**src/design/strap_mux_pkg.sv**
```systemverilog
// shared constants and carrier types for the strap capture and pin mux
// Operation
// - Mode straps are read once, at the first clock edge after reset release; afterwards they act as flag pins.
// - Memory mode comes from the mode strap and never changes while running.
// - Mode strap 0: drive 14 address pins, use 24 data pins.
// - Full memory mode: byte accesses put byte address on 8 top data pins.
// - Mode strap 1: 16-bit host address/data bus with strobes and acknowledge.
// - Host mode: one address pin and upper 16 data pins serve all spaces.
// - Bus request answered by grant, plus hung output when grant stalls core.
// - Interrupt-shared flag pins raise interrupt whether driven outside or as output.
package strap_mux_pkg;
    localparam int ADDR_W       = 14;
    localparam int DATA_W       = 24;
    localparam int HOST_W       = 16;
    localparam int BYTE_ADDR_W  = 8;
    localparam int FLAG_N       = 8;
    localparam int UPPER_LO     = 8;
    localparam int IRQ_FLAG_LO  = 4;
    localparam int IRQ_N        = 4;
    localparam int STRAP_A_POS  = 0;
    localparam int STRAP_B_POS  = 1;
    localparam int STRAP_C_POS  = 2;
    localparam int STRAP_N      = 3;
    localparam logic [STRAP_N-1:0] STRAP_RST = 3'h0;

    typedef enum logic {MODE_FULL, MODE_HOST} mem_mode_e;
    typedef enum logic {PH_ARM, PH_RUN} phase_e;

    // core request toward the external memory bus
    typedef struct packed {
        logic                   active;
        logic                   write;
        logic                   byte_access;
        logic [ADDR_W-1:0]      addr;
        logic [BYTE_ADDR_W-1:0] byte_addr;
        logic [DATA_W-1:0]      wdata;
    } mem_req_s;

    // external memory bus pin drive
    typedef struct packed {
        logic [ADDR_W-1:0] addr;
        logic [DATA_W-1:0] data_out;
        logic [DATA_W-1:0] data_oe_n;
    } mem_pins_s;

    // host port strobes as seen by the core
    typedef struct packed {
        logic write;
        logic read;
        logic latch;
        logic select;
    } host_strobe_s;
endpackage

```
**src/design/flag_pin_cell.sv**
```systemverilog
// one programmable flag pin with registered drive and sensed level
`timescale 1ns/10ps
module flag_pin_cell
    import strap_mux_pkg::*;
(
    // clock and reset
    input  wire logic i_clk,
    input  wire logic i_reset_n,
    // core side
    input  wire logic i_enable,
    input  wire logic i_drive,
    input  wire logic i_value,
    output logic      o_level,
    // pin
    input  wire logic i_pin_in,
    output logic      o_pin_out,
    output logic      o_pin_oe_n
);
    typedef struct packed {
        logic pin_out;
        logic oe_n;
        logic level;
    } cell_s;

    cell_s st_r;
    cell_s st_nxt;

    always_comb begin
        st_nxt         = st_r;
        st_nxt.pin_out = i_value;
        st_nxt.oe_n    = !(i_enable && i_drive);
        // own drive counts as the level so an output flag still interrupts
        st_nxt.level   = st_r.oe_n ? i_pin_in : st_r.pin_out;
    end

    always_ff @(posedge i_clk or negedge i_reset_n) begin
        if (!i_reset_n) begin
            st_r <= '{pin_out: 1'b0, oe_n: 1'b1, level: 1'b1};
        end else begin
            st_r <= st_nxt;
        end
    end

    assign o_pin_out  = st_r.pin_out;
    assign o_pin_oe_n = st_r.oe_n;
    assign o_level    = st_r.level;
endmodule

```
**src/design/reset_mode_strap_pin_mux.sv**
```systemverilog
// strap capture at reset release and external/host pin multiplexing
`timescale 1ns/10ps
module reset_mode_strap_pin_mux
    import strap_mux_pkg::*;
(
    // clock and reset
    input  wire logic                 i_clk,
    input  wire logic                 i_reset_n,
    // core: memory bus
    input  wire mem_req_s             i_mem_req,
    output logic [DATA_W-1:0]         o_mem_rdata,
    // core: flags
    input  wire logic [FLAG_N-1:0]    i_flag_drive,
    input  wire logic [FLAG_N-1:0]    i_flag_value,
    output logic [FLAG_N-1:0]         o_flag_level,
    output logic [IRQ_N-1:0]          o_irq_req,
    // core: host port side
    input  wire logic [HOST_W-1:0]    i_host_rdata,
    input  wire logic                 i_host_ready,
    output host_strobe_s              o_host_strobe,
    output logic [HOST_W-1:0]         o_host_wdata,
    // core: bus arbitration
    input  wire logic                 i_core_bus_idle,
    input  wire logic                 i_core_ext_wait,
    // mode state
    output logic                      o_mode_valid,
    output mem_mode_e                 o_mem_mode,
    output logic [STRAP_N-1:0]        o_straps,
    // flag pins, low three carry the mode straps during reset
    input  wire logic [FLAG_N-1:0]    i_flag_pin_in,
    output logic [FLAG_N-1:0]         o_flag_pin_out,
    output logic [FLAG_N-1:0]         o_flag_pin_oe_n,
    // external memory pins
    output mem_pins_s                 o_ext_pins,
    input  wire logic [DATA_W-1:0]    i_ext_data_in,
    // host port pins
    input  wire logic [HOST_W-1:0]    i_host_addr_data_bus_in,
    output logic [HOST_W-1:0]         o_host_addr_data_bus_out,
    output logic [HOST_W-1:0]         o_host_addr_data_bus_oe_n,
    input  wire logic                 i_host_write_strobe_n,
    input  wire logic                 i_host_read_strobe_n,
    input  wire logic                 i_host_addr_latch,
    input  wire logic                 i_host_port_select_n,
    output logic                      o_host_port_ack_n,
    // bus arbitration pins
    input  wire logic                 i_bus_request_in_n,
    output logic                      o_bus_grant_out_n,
    output logic                      o_bus_grant_hung_out_n
);
    typedef struct packed {
        phase_e                   phase;
        mem_mode_e                mode;
        logic [STRAP_N-1:0]       straps;
        mem_pins_s                pins;
        logic [DATA_W-1:0]        rdata;
        logic [HOST_W-1:0]        host_out;
        logic [HOST_W-1:0]        host_oe_n;
        logic [HOST_W-1:0]        host_wdata;
        host_strobe_s             strobe;
        logic                     ack_n;
        logic                     grant_n;
        logic                     hung_n;
        logic [IRQ_N-1:0]         irq;
    } mux_s;

    mux_s st_r;
    mux_s st_nxt;

    logic [FLAG_N-1:0] flag_enable;
    logic              host_sel;
    logic              granted;

    // straps stay undriven until captured so the strap level is readable
    assign flag_enable = {FLAG_N{st_r.phase == PH_RUN}};

    genvar g;
    generate
        for (g = 0; g < FLAG_N; g++) begin : g_flag
            flag_pin_cell u_cell (
                .i_clk      (i_clk),
                .i_reset_n  (i_reset_n),
                .i_enable   (flag_enable[g]),
                .i_drive    (i_flag_drive[g]),
                .i_value    (i_flag_value[g]),
                .o_level    (o_flag_level[g]),
                .i_pin_in   (i_flag_pin_in[g]),
                .o_pin_out  (o_flag_pin_out[g]),
                .o_pin_oe_n (o_flag_pin_oe_n[g])
            );
        end
    endgenerate

    assign host_sel = (st_r.mode == MODE_HOST) && (st_r.phase == PH_RUN)
                      && !i_host_port_select_n;
    assign granted  = !st_r.grant_n;

    always_comb begin
        st_nxt = st_r;
        // single capture at the first edge after reset release
        if (st_r.phase == PH_ARM) begin
            st_nxt.phase  = PH_RUN;
            st_nxt.straps = i_flag_pin_in[STRAP_N-1:0];
            st_nxt.mode   = i_flag_pin_in[STRAP_C_POS] ? MODE_HOST
                                                       : MODE_FULL;
        end

        // bus arbitration: grant only once core lets go of the bus
        st_nxt.grant_n = !(!i_bus_request_in_n && st_r.phase == PH_RUN
                           && (granted || i_core_bus_idle));
        st_nxt.hung_n  = !(granted && !i_bus_request_in_n
                           && i_core_ext_wait);

        // external memory bus, released while granted or before capture
        st_nxt.pins.addr      = '0;
        st_nxt.pins.data_out  = '0;
        st_nxt.pins.data_oe_n = '1;
        if (st_r.phase == PH_RUN && !granted && i_mem_req.active) begin
            unique case (st_r.mode)
                MODE_FULL: begin
                    st_nxt.pins.addr = i_mem_req.addr;
                    if (i_mem_req.write) begin
                        st_nxt.pins.data_out  = i_mem_req.wdata;
                        st_nxt.pins.data_oe_n = '0;
                    end
                    if (i_mem_req.byte_access) begin
                        st_nxt.pins.data_out[DATA_W-1 -: BYTE_ADDR_W] =
                            i_mem_req.byte_addr;
                        st_nxt.pins.data_oe_n[DATA_W-1 -: BYTE_ADDR_W] =
                            '0;
                    end
                end
                MODE_HOST: begin
                    // only the lowest address bit leaves the chip here
                    st_nxt.pins.addr[0] = i_mem_req.addr[0];
                    if (i_mem_req.write) begin
                        st_nxt.pins.data_out[DATA_W-1:UPPER_LO] =
                            i_mem_req.wdata[DATA_W-1:UPPER_LO];
                        st_nxt.pins.data_oe_n[DATA_W-1:UPPER_LO] = '0;
                    end
                end
            endcase
        end
        st_nxt.rdata = i_ext_data_in;
        if (st_r.mode == MODE_HOST) begin
            st_nxt.rdata[UPPER_LO-1:0] = '0;
        end

        // host port, dead in full memory mode
        st_nxt.strobe.select = host_sel;
        st_nxt.strobe.write  = host_sel && !i_host_write_strobe_n;
        st_nxt.strobe.read   = host_sel && !i_host_read_strobe_n;
        st_nxt.strobe.latch  = (st_r.mode == MODE_HOST)
                               && (st_r.phase == PH_RUN) && i_host_addr_latch;
        st_nxt.host_wdata    = i_host_addr_data_bus_in;
        st_nxt.ack_n         = !(host_sel && i_host_ready);
        st_nxt.host_out      = i_host_rdata;
        st_nxt.host_oe_n     = {HOST_W{!(host_sel
                                && !i_host_read_strobe_n)}};

        // interrupt inputs are active low on the shared pins
        st_nxt.irq = ~o_flag_level[IRQ_FLAG_LO +: IRQ_N];
    end

    always_ff @(posedge i_clk or negedge i_reset_n) begin
        if (!i_reset_n) begin
            st_r                <= '0;
            st_r.phase          <= PH_ARM;
            st_r.mode           <= MODE_FULL;
            st_r.straps         <= STRAP_RST;
            st_r.pins.data_oe_n <= '1;
            st_r.host_oe_n      <= '1;
            st_r.ack_n          <= 1'b1;
            st_r.grant_n        <= 1'b1;
            st_r.hung_n         <= 1'b1;
        end else begin
            st_r <= st_nxt;
        end
    end

    assign o_mode_valid              = (st_r.phase == PH_RUN);
    assign o_mem_mode                = st_r.mode;
    assign o_straps                  = st_r.straps;
    assign o_ext_pins                = st_r.pins;
    assign o_mem_rdata               = st_r.rdata;
    assign o_host_strobe             = st_r.strobe;
    assign o_host_wdata              = st_r.host_wdata;
    assign o_host_addr_data_bus_out  = st_r.host_out;
    assign o_host_addr_data_bus_oe_n = st_r.host_oe_n;
    assign o_host_port_ack_n         = st_r.ack_n;
    assign o_bus_grant_out_n         = st_r.grant_n;
    assign o_bus_grant_hung_out_n    = st_r.hung_n;
    assign o_irq_req                 = st_r.irq;

    property p_strap_capture;
        @(posedge i_clk) disable iff (!i_reset_n)
        st_r.phase == PH_ARM |=>
            o_straps == $past(i_flag_pin_in[STRAP_N-1:0]);
    endproperty
    a_strap_capture: assert property (p_strap_capture)
        else $error("straps not captured at reset release");

    property p_no_drive_before_run;
        @(posedge i_clk) disable iff (!i_reset_n)
        st_r.phase == PH_ARM |-> &o_flag_pin_oe_n[STRAP_N-1:0];
    endproperty
    a_no_drive_before_run: assert property (p_no_drive_before_run)
        else $error("strap pins driven before capture");

    property p_mode_fixed;
        @(posedge i_clk) disable iff (!i_reset_n)
        o_mode_valid && $past(o_mode_valid) |-> $stable(o_mem_mode);
    endproperty
    a_mode_fixed: assert property (p_mode_fixed)
        else $error("memory mode changed while running");

    property p_mode_from_strap;
        @(posedge i_clk) disable iff (!i_reset_n)
        o_mode_valid |->
            (o_mem_mode == MODE_HOST) == o_straps[STRAP_C_POS];
    endproperty
    a_mode_from_strap: assert property (p_mode_from_strap)
        else $error("mode does not match latched strap");

    property p_full_addr;
        @(posedge i_clk) disable iff (!i_reset_n)
        o_mode_valid && o_mem_mode == MODE_FULL && !granted
            && i_mem_req.active |=> o_ext_pins.addr == $past(i_mem_req.addr);
    endproperty
    a_full_addr: assert property (p_full_addr)
        else $error("full mode address not driven");

    property p_byte_addr;
        @(posedge i_clk) disable iff (!i_reset_n)
        o_mode_valid && o_mem_mode == MODE_FULL && !granted
            && i_mem_req.active && i_mem_req.byte_access |=>
            o_ext_pins.data_out[DATA_W-1 -: BYTE_ADDR_W]
                == $past(i_mem_req.byte_addr);
    endproperty
    a_byte_addr: assert property (p_byte_addr)
        else $error("byte address missing on top data pins");

    property p_host_reduced;
        @(posedge i_clk) disable iff (!i_reset_n)
        o_mem_mode == MODE_HOST |->
            o_ext_pins.addr[ADDR_W-1:1] == '0
            && &o_ext_pins.data_oe_n[UPPER_LO-1:0];
    endproperty
    a_host_reduced: assert property (p_host_reduced)
        else $error("host mode drives unused memory pins");

    property p_host_dead_full;
        @(posedge i_clk) disable iff (!i_reset_n)
        o_mem_mode == MODE_FULL |-> o_host_port_ack_n
            && &o_host_addr_data_bus_oe_n;
    endproperty
    a_host_dead_full: assert property (p_host_dead_full)
        else $error("host port active in full memory mode");

    property p_grant_release;
        @(posedge i_clk) disable iff (!i_reset_n)
        !o_bus_grant_out_n |-> &o_ext_pins.data_oe_n
            or $past(o_bus_grant_out_n);
    endproperty
    a_grant_release: assert property (p_grant_release)
        else $error("memory bus driven while granted");

    property p_hung_needs_grant;
        @(posedge i_clk) disable iff (!i_reset_n)
        !o_bus_grant_hung_out_n |-> !$past(o_bus_grant_out_n);
    endproperty
    a_hung_needs_grant: assert property (p_hung_needs_grant)
        else $error("hung asserted without grant");
endmodule

```
**config.mk**
```make
export PLATFORM = sky130hd
export DESIGN_NAME = reset_mode_strap_pin_mux
export DESIGN_NICKNAME = d
export VERILOG_FILES = /design/src/design/strap_mux_pkg.sv /design/src/design/flag_pin_cell.sv /design/src/design/reset_mode_strap_pin_mux.sv
export SDC_FILE = /design/constraint.sdc
export NUM_CORES = 1
export LEC_CHECK = 0
export BUFFER_PORTS_ARGS = -buffer_cell sky130_fd_sc_hd__buf_2
export CAP_MARGIN = 20
export CORE_AREA = 2 2 122 124
export CTS_CLUSTER_DIAMETER = 80
export DETAILED_ROUTE_END_ITERATION = 6
export DIE_AREA = 0 0 124 126
export SLEW_MARGIN = 10
export SYNTH_ARGS = -nofsm -noshare
export SYNTH_HDL_FRONTEND = slang
export SYNTH_SLANG_ARGS = --single-unit
export TNS_END_PERCENT = 20
```
**constraint.sdc**
```tcl
create_clock -name i_clk -period 2.25 [get_ports i_clk]
set_input_delay 0.45 -clock i_clk [delete_from_list [all_inputs] [get_ports i_clk]]
set_output_delay 0.45 -clock i_clk [all_outputs]
set_load 0.05 [all_outputs]
```
Word level (Yosys, flattened, before mapping):

Index checks and enable logic that the tools add are counted.

* register bits: 159
* bits of input ports: 139
* logic and storage cells: 103

* mux-type cells: 21
* bitwise gates (word level): 2
* reductions and logical operators: 38

Operators with widths (number)
* 2-to-1 mux 62 bit: 1
* 2-to-1 mux 48 bit: 1
* 2-to-1 mux 8 bit: 5
* one-hot mux 17 bit (2 select lines): 1
* 2-to-1 mux 16 bit: 2
* one-hot mux 16 bit (2 select lines): 1
* logical AND 1 bit: 20
* logical NOT 1 bit: 17
* 2-to-1 mux 13 bit: 1
* 2-to-1 mux 1 bit: 9
* inverter 4 bit: 1
* logical OR 1 bit: 1
* inverter 1 bit: 1

Depth between registers and ports, before layout:

Gate-level depths: netlist of the first run.

* depth in word-level cells: 4
* mapped depth: 5
* gate-level depth less buffers: 3

Hierarchy:

A second synthesis of the first run with hierarchy kept.

* cell total of the unflattened synthesis: 290
* area, all modules: 4484.3 µm²

By module, submodules not included
* reset_mode_strap_pin_mux: times used 1, cells an instance 250, area an instance 3713.6 µm²
* flag_pin_cell: times used 8, cells an instance 5, area an instance 96.3 µm²

Least setup slack after synthesis of the first run:

Ideal clock, no wire load.

* kind: reg2out
* start: register, netlist name o_host_addr_data_bus_oe_n[0]
* end: output o_host_addr_data_bus_oe_n[10]
* data arrival time: 1.063 ns
* path slack: 0.737 ns
* cell stages (with the launch flop): 2
* buffers on the path: 1
* cell sequence: dfstp_2 -> buf_4

RTL lines
* end, declared: RTL line reset_mode_strap_pin_mux.sv:39 `output logic [HOST_W-1:0] o_host_addr_data_bus_oe_n,`

No word-level cell between the ends.

Worst setup path after layout of the first run:

* start: register st_r, in the netlist o_mem_mode
* end: output o_mem_mode

RTL lines
* start, declared: RTL line reset_mode_strap_pin_mux.sv:66 `mux_s st_r;`
* start signal, assigned: RTL line reset_mode_strap_pin_mux.sv:176 `st_r <= st_nxt;`
* end, declared: RTL line reset_mode_strap_pin_mux.sv:27 `output mem_mode_e o_mem_mode,`

No word-level cell between the ends.

==> qor.yml, run 1 <==
htreeDepth: 4
cp_top_family: "flip-flops"
crit_fanout: 15
initialDrtViolationCount: 94
arrival_ns: 1.42
layout.nets: 717
synth_nets: 454
grt_pass1_vias: 3354
max_cap_viol_count: 0
finalClockSkew_ns: 0.00782
die_area_um2: 15600
start_kind: "register"
numCtsBuffers: 17
synth_top_area_cell: "dfrtp_1"
max_slew_margin_pct: 66.4
crit_chain: "buf_2"
p_sw_mw: 1.78
crit_slowest_cell: "dfrtp_1"
ir_drop_mv: 0.433
p_leak_nw: 3.60
powerDensity_nw_per_um2: 1010
ys_warn_count: 0
p_clk_share_pct: 46.2
coreArea_um2: 14300
post-route-drc-count: 0
hpwl_um: 8870
wl_um: 11500
netlist_area_um2: 4630
synth_area_leaders: "dfrtp_1 (62%), dfstp_2 (13%), buf_4 (10%), and3_1 (2.4%), mux2_2 (2.4%)"
tightest_slew_ns: 0.504
hp-class: "in -> reg"
fin_crit_ns: 1.87
worstSetupPathType: "reg -> out"
avgViaCountPerCell: 4.11
slowest_delay_ns: 0.65
initial_core_util_pct: 32.4
min_period_over_period_pct: 83.3
hold_viol: 0
crit_buf_inv: 1
combPwrFrac_pct: 14.2
p_seq_share_pct: 39.6
tns_ns: 0
status: "finished, final reports clean"
syn-instance-count: 315
clockRootBuffer: "clkbuf_16"
grt_pass1_wl_um: 17000
wl_per_cell_um: 14.9
p_sw_share_pct: 26.5
io_pins: 313
clkSlewWorstSetupHoldPaths_ns: 0.06
register_area_um2: 3460
ys_seq_area_share_pct: 74.6
grt_usage_pct: 14.8
fill_cells: 1359
syn_area_per_cell_um2: 14.7
die_h_um: 126
clk_latency_ns: 0.41
antenna_found_initial: 0
max_freq_ghz: 0.534
rows: 44
gp_congestion: 0.775
dr.pass1.iters: 4
cp-end-kind: "output port"
syn2layout_area_growth_pct: 43.3
setup_viol: 0
synth_top_area_share_pct: 61.6
clock_sinks: 137
dr_total_vias: 3186
drtAntennaViolNets: 0
synthDistinctLibCells: 26
clock_path_buffers: 2
cts_tree: "yes"
rsz0062_at_grt: "no"
yosys_register_bits: 137
io_buffer_count: 312
worstPathRequired_ns: 1.80
insertedDiodeCount: 0
drive_above_1_share_pct: 65.0
final-max-slew-violation-count: 0
p_int_mw: 4.92
globalRouteOverflowTotal: 0
grt_max_degree: 60
multi_input_area_um2: 632
whs_ns: 0.147
die_w_um: 124
==> kinds of logic after synthesis <==
group	Yosys count	share of synthesized area, %
mux	10	2.43
compound gates	10	1.08
flops	137	74.6
other cells	1	0.0809
simple gates	79	10.0
buf+inv	78	11.8
==> state kept, by name, indices dropped and copies added, names as in the netlist, 2 cells and up <==
signal,flops
g_flag.u_cell.o_level,8
o_straps,2
o_mem_rdata,24
g_flag.u_cell.o_pin_oe_n,8
o_host_strobe,4
o_host_addr_data_bus_out,16
o_host_wdata,16
o_irq_req,4
g_flag.u_cell.o_pin_out,8
o_ext_pins,41
==> power groups by stage <==
stage | sequential (mW) | combinational [mW] | clock, mW
finish | 2.65 | 0.951 | 3.10
global route | 2.67 | 1.01 | 3.30
CTS | 2.65 | 0.965 | 3.18
detailed placement | 2.69 | 0.962 | 0
global placement | 2.69 | 0.956 | 0
floorplan | 3.03 | 0.352 | 0
==> layout by cell type (no fill, tap or decap), types with 2 or more instances in the layout <==
cell and count:
mux2_2 10, nand3_1 8, buf_2 311, nor2_1 2, clkbuf_8 4, clkinv_4 3
dfstp_2 23, buf_12 2, clkbuf_16 17, a21oi_1 8, and3_1 18, nand2b_1 2
and2_1 14, inv_1 5, bufinv_16 5, o21ai_0 2, and2b_1 8, dfrtp_1 114
nand2_1 20
==> per-stage QoR <==
step | util, % | worst slack, ns | power [mW] | area [µm²] | std cells
5_1_grt | 46.4 | 0.283 | 6.98 | 6640 | 775
4_1_cts | 46.4 | 0.337 | 6.80 | 6640 | 775
6_report | 46.4 | 0.377 | 6.70 | 6640 | 775
2_1_floorplan | - | 0.737 | 3.38 | 4630 | 315
3_3_place_gp | 41.6 | 0.831 | 3.64 | 5960 | 742
3_5_place_dp | 41.6 | 0.795 | 3.66 | 5960 | 742
==> cell usage after synthesis <==
library cell	n
or3_4	1
clkbuf_1	3
and2_1	14
o21ai_0	2
dfstp_2	23
nand2b_1	2
buf_4	64
nor2_1	2
nand3b_1	1
inv_1	5
nand2_1	20
conb_1	1
buf_2	4
nand2_4	1
dfrtp_1	114
nand3_4	1
inv_2	1
and3_1	18
mux2_2	10
nor2b_1	1
buf_6	1
a21oi_1	8
nor2_4	1
nor3_1	1
and2b_1	8
nand3_1	8
==> metal layers <==
| layer | routed length [µm] | GRT usage (%) | share of wire (%) | up-vias |
|---|---|---|---|---|
| met5 | 0 | 0 | 0 | - |
| met4 | 247 | 8.39 | 2.1 | 0 |
| met3 | 1030 | 4.17 | 8.9 | 18 |
| met2 | 6140 | 25.9 | 53 | 166 |
| met1 | 4140 | 15.8 | 36 | 1543 |
| li1 | - | - | - | 1459 |
==> worst paths after layout <==
check                                                            end                               start  slack [ns]  cells after the start
worst max-delay path                                      o_mem_mode              o_mem_mode$_DFFE_PN0N_        0.38                      1
worst min-delay path            g_flag[7].u_cell.o_pin_out$_DFF_PN0_                     i_flag_value[7]        0.15                      1
worst max register to register              o_ext_pins[46]$_DFF_PN0_              o_mem_mode$_DFFE_PN0N_        0.84                      3
worst min register to register                o_irq_req[0]$_DFF_PN0_  g_flag[4].u_cell.o_level$_DFF_PN1_        0.43                      1
max in group asynchronous           o_bus_grant_hung_out_n$_DFF_PN1_                           i_reset_n        1.12                      3
min in group asynchronous                  o_mem_rdata[11]$_DFF_PN0_                           i_reset_n        0.48                      2
==> cell type report <==
type	instances	area share (%)
inverters	6	0.339
repair buffers	316	24.5
clock inverters	10	2.85
well taps	184	3.47
clock buffers	22	7.29
multi-input cells	100	9.52
flip-flops and latches	137	52.1
==> repair_timing <==
action                                 4_1_cts  5_1_grt
hold buffers                                 1        0
gates resized for setup                      0        0
buffers inserted                             0        0
endpoints found under the hold margin       24        0
setup endpoints to repair                    0        0
(Power assumes the default switching activity.)
==> inputs of run 2 (changes only) <==
- PLACE_DENSITY: default -> 0.67
- clock period: 2.25 -> 1.7 ns (I/O delays scaled with it)
==> qor.yml, run 2 (synthesized netlist as in run 1, its figures left out) <==
status: "complete, but fails checks"
violations: "negative setup slack"
max_cap_viol_count: 0  # unchanged
drtAntennaViolNets: 0  # unchanged
wl_per_cell_um: 14.7  # -1.4%
slowest_delay_ns: 0.52  # -0.13 ns
clock_path_buffers: 2  # unchanged
die_w_um: 124  # unchanged
max_freq_ghz: 0.585
post-route-drc-count: 0  # unchanged
die_h_um: 126  # unchanged
grt_pass1_wl_um: 17100  # +0.20%
clockRootBuffer: "clkbuf_16"
use_met2_pct: 25.1  # -0.81 points
largest_register_ffs: 41  # unchanged
hpwl_um: 8780  # -0.98%
setup_viol: 7  # +7
grt_pass1_vias: 3386  # +0.95%
coreArea_um2: 14300  # unchanged
clkSlewWorstSetupHoldPaths_ns: 0.07  # about the same
p_leak_nw: 3.60  # about the same
met3_usage_pct: 5.98  # +1.8 points
postPlaceCellArea_um2: 5960  # +0.13%
globalRouteOverflowTotal: 0  # unchanged
io_buffer_count: 312  # unchanged
hp-class: "in -> reg"
tns_ns: -0.0599  # -0.0599 ns
busiest_layer: "met2"
final-max-slew-violation-count: 0  # unchanged
whs_ns: 0.0285  # -0.118 ns
fill_cells: 1328  # -2.3%
dr_total_vias: 3241  # +1.7%
gp_congestion: 0.802  # +3.4%
layout.nets: 721  # +0.56%
clk_latency_ns: 0.41  # about the same
crit_buf_inv: 2  # +1
final_cell_mix: "buf_2 (302), dfrtp_1 (113), dfstp_2 (23)"
worstPathRequired_ns: 1.36  # -0.44 ns
r2r-start: "o_bus_grant_out_n$_DFF_PN1_"
rsz0062_at_grt: "yes"
met1_usage_pct: 15.8  # +0.070 points
cp_top_family: "flip-flops"
crit_fanout: 8  # -7
clock_sinks: 137  # unchanged
die_area_um2: 15600  # unchanged
start_kind: "register"
numCtsBuffers: 17  # unchanged
multi_input_area_um2: 632  # unchanged
cts_tree: "yes"
stdcell_area_um2: 6630  # -0.15%
hp-start: "i_host_addr_data_bus_in[6]"
hold_viol: 0  # unchanged
rows: 44  # unchanged
avgViaCountPerCell: 4.16  # +1.1%
antenna_found_initial: 2  # +2
wl_um: 11500  # -0.81%
crit_slowest_cell: "dfstp_2"
ir_drop_mv: 0.535  # +24%
layout_commonest_cell: "buf_2"
arrival_ns: 1.37  # -0.05 ns
min_period_over_period_pct: 101
worstSetupPathType: "reg -> out"
cp-end-kind: "output port"
finalClockSkew_ns: 0.00438  # -0.00343 ns
cp-startpoint: "o_host_addr_data_bus_oe_n[0]$_DFF_PN1_"
pre_cts_ws_ns: 0.278  # -0.517 ns
fin_crit_ns: 1.71
io_pins: 313  # unchanged
powerDensity_nw_per_um2: 1280  # +27%
syn2layout_area_growth_pct: 43.1
initial_core_util_pct: 32.4  # unchanged
htreeDepth: 4  # unchanged
grt_usage_pct: 14.6  # -0.18 points
dr.pass1.iters: 4  # unchanged
worst_slack_ns: -0.00915  # -0.386 ns
initialDrtViolationCount: 112  # +19%
grt_max_degree: 55  # -8.3%
crit_chain: "clkbuf_4, buf_2"
drive_above_1_share_pct: 65.4  # +0.40 points
register_area_um2: 3460  # about the same
[run 2: cell types whose count changed in the layout (fill, tap and decap cells not counted), moves of 3 or more]
cell       delta
inv_6         +6
clkbuf_4      +3
clkbuf_8      -4
buf_2         -9
inv_8         +3
bufinv_16     -3
buf_4         +9
[run 2: routing by layer]
metal	up-vias	routed length [µm]
met1	1570	4140
met2	176	6010
met4	2	198
li1	1475	-
met3	18	1090
met5	-	13
[run 2: layout make-up]
| cell class | count | share of cell area (%) |
|---|---|---|
| antenna | 1 | 0.0377 |
| clock buffer | 17 | 6.42 |
| clock inverter | 15 | 2.70 |
| inverter | 6 | 0.340 |
| multi-input combinational | 100 | 9.53 |
| sequential | 137 | 52.2 |
| tap | 184 | 3.47 |
| timing repair buffer | 320 | 25.3 |
[run 2: through the flow]
stage / power (mW) / util [%] / std cells
floorplan: 4.47 / - / 315
global placement: 4.82 / 41.7 / 743
detailed placement: 4.84 / 41.7 / 743
CTS: 8.63 / 46.0 / 777
global route: 8.86 / 46.3 / 779
finish: 8.51 / 46.3 / 780
[run 2: power by group]
| part | leakage (nW) | internal, mW | switching, mW | total (mW) |
|---|---|---|---|---|
| Sequential | 1.67 | 3.44 | 0.0642 | 3.50 |
| Combinational | 1.64 | 0.319 | 0.953 | 1.27 |
| Clock | 0.292 | 2.22 | 1.51 | 3.73 |
| Total | 3.60 | 5.98 | 2.52 | 8.51 |
[run 2: what timing repair did]
action                                  in CTS  in global routing
hold buffers                                 2                  0
resized for setup                            1                 17
setup buffers                                0                  2
endpoints found under the setup margin      18                 16
endpoints found under the hold margin       18                  0
[run 2: worst register-to-register path, cell delays in order (launching register included)]
cell and delay, ns:
dfstp_2 0.58, nand3_4 0.14, nor2_4 0.38, and3_1 0.24
[run 2: final timing paths]
kind / endpoint / slack, ns / cells past startpoint
worst max-delay path: o_host_addr_data_bus_oe_n[1] / -0.009 / 2
worst min-delay path: o_host_wdata[6]$_DFF_PN0_ / 0.03 / 1
worst max register to register: o_ext_pins[24]$_DFF_PN0_ / 0.30 / 3
worst min register to register: o_irq_req[1]$_DFF_PN0_ / 0.43 / 1
max in group asynchronous: o_ext_pins[22]$_DFF_PN1_ / 0.78 / 3
min in group asynchronous: o_host_addr_data_bus_out[2]$_DFF_PN0_ / 0.33 / 2
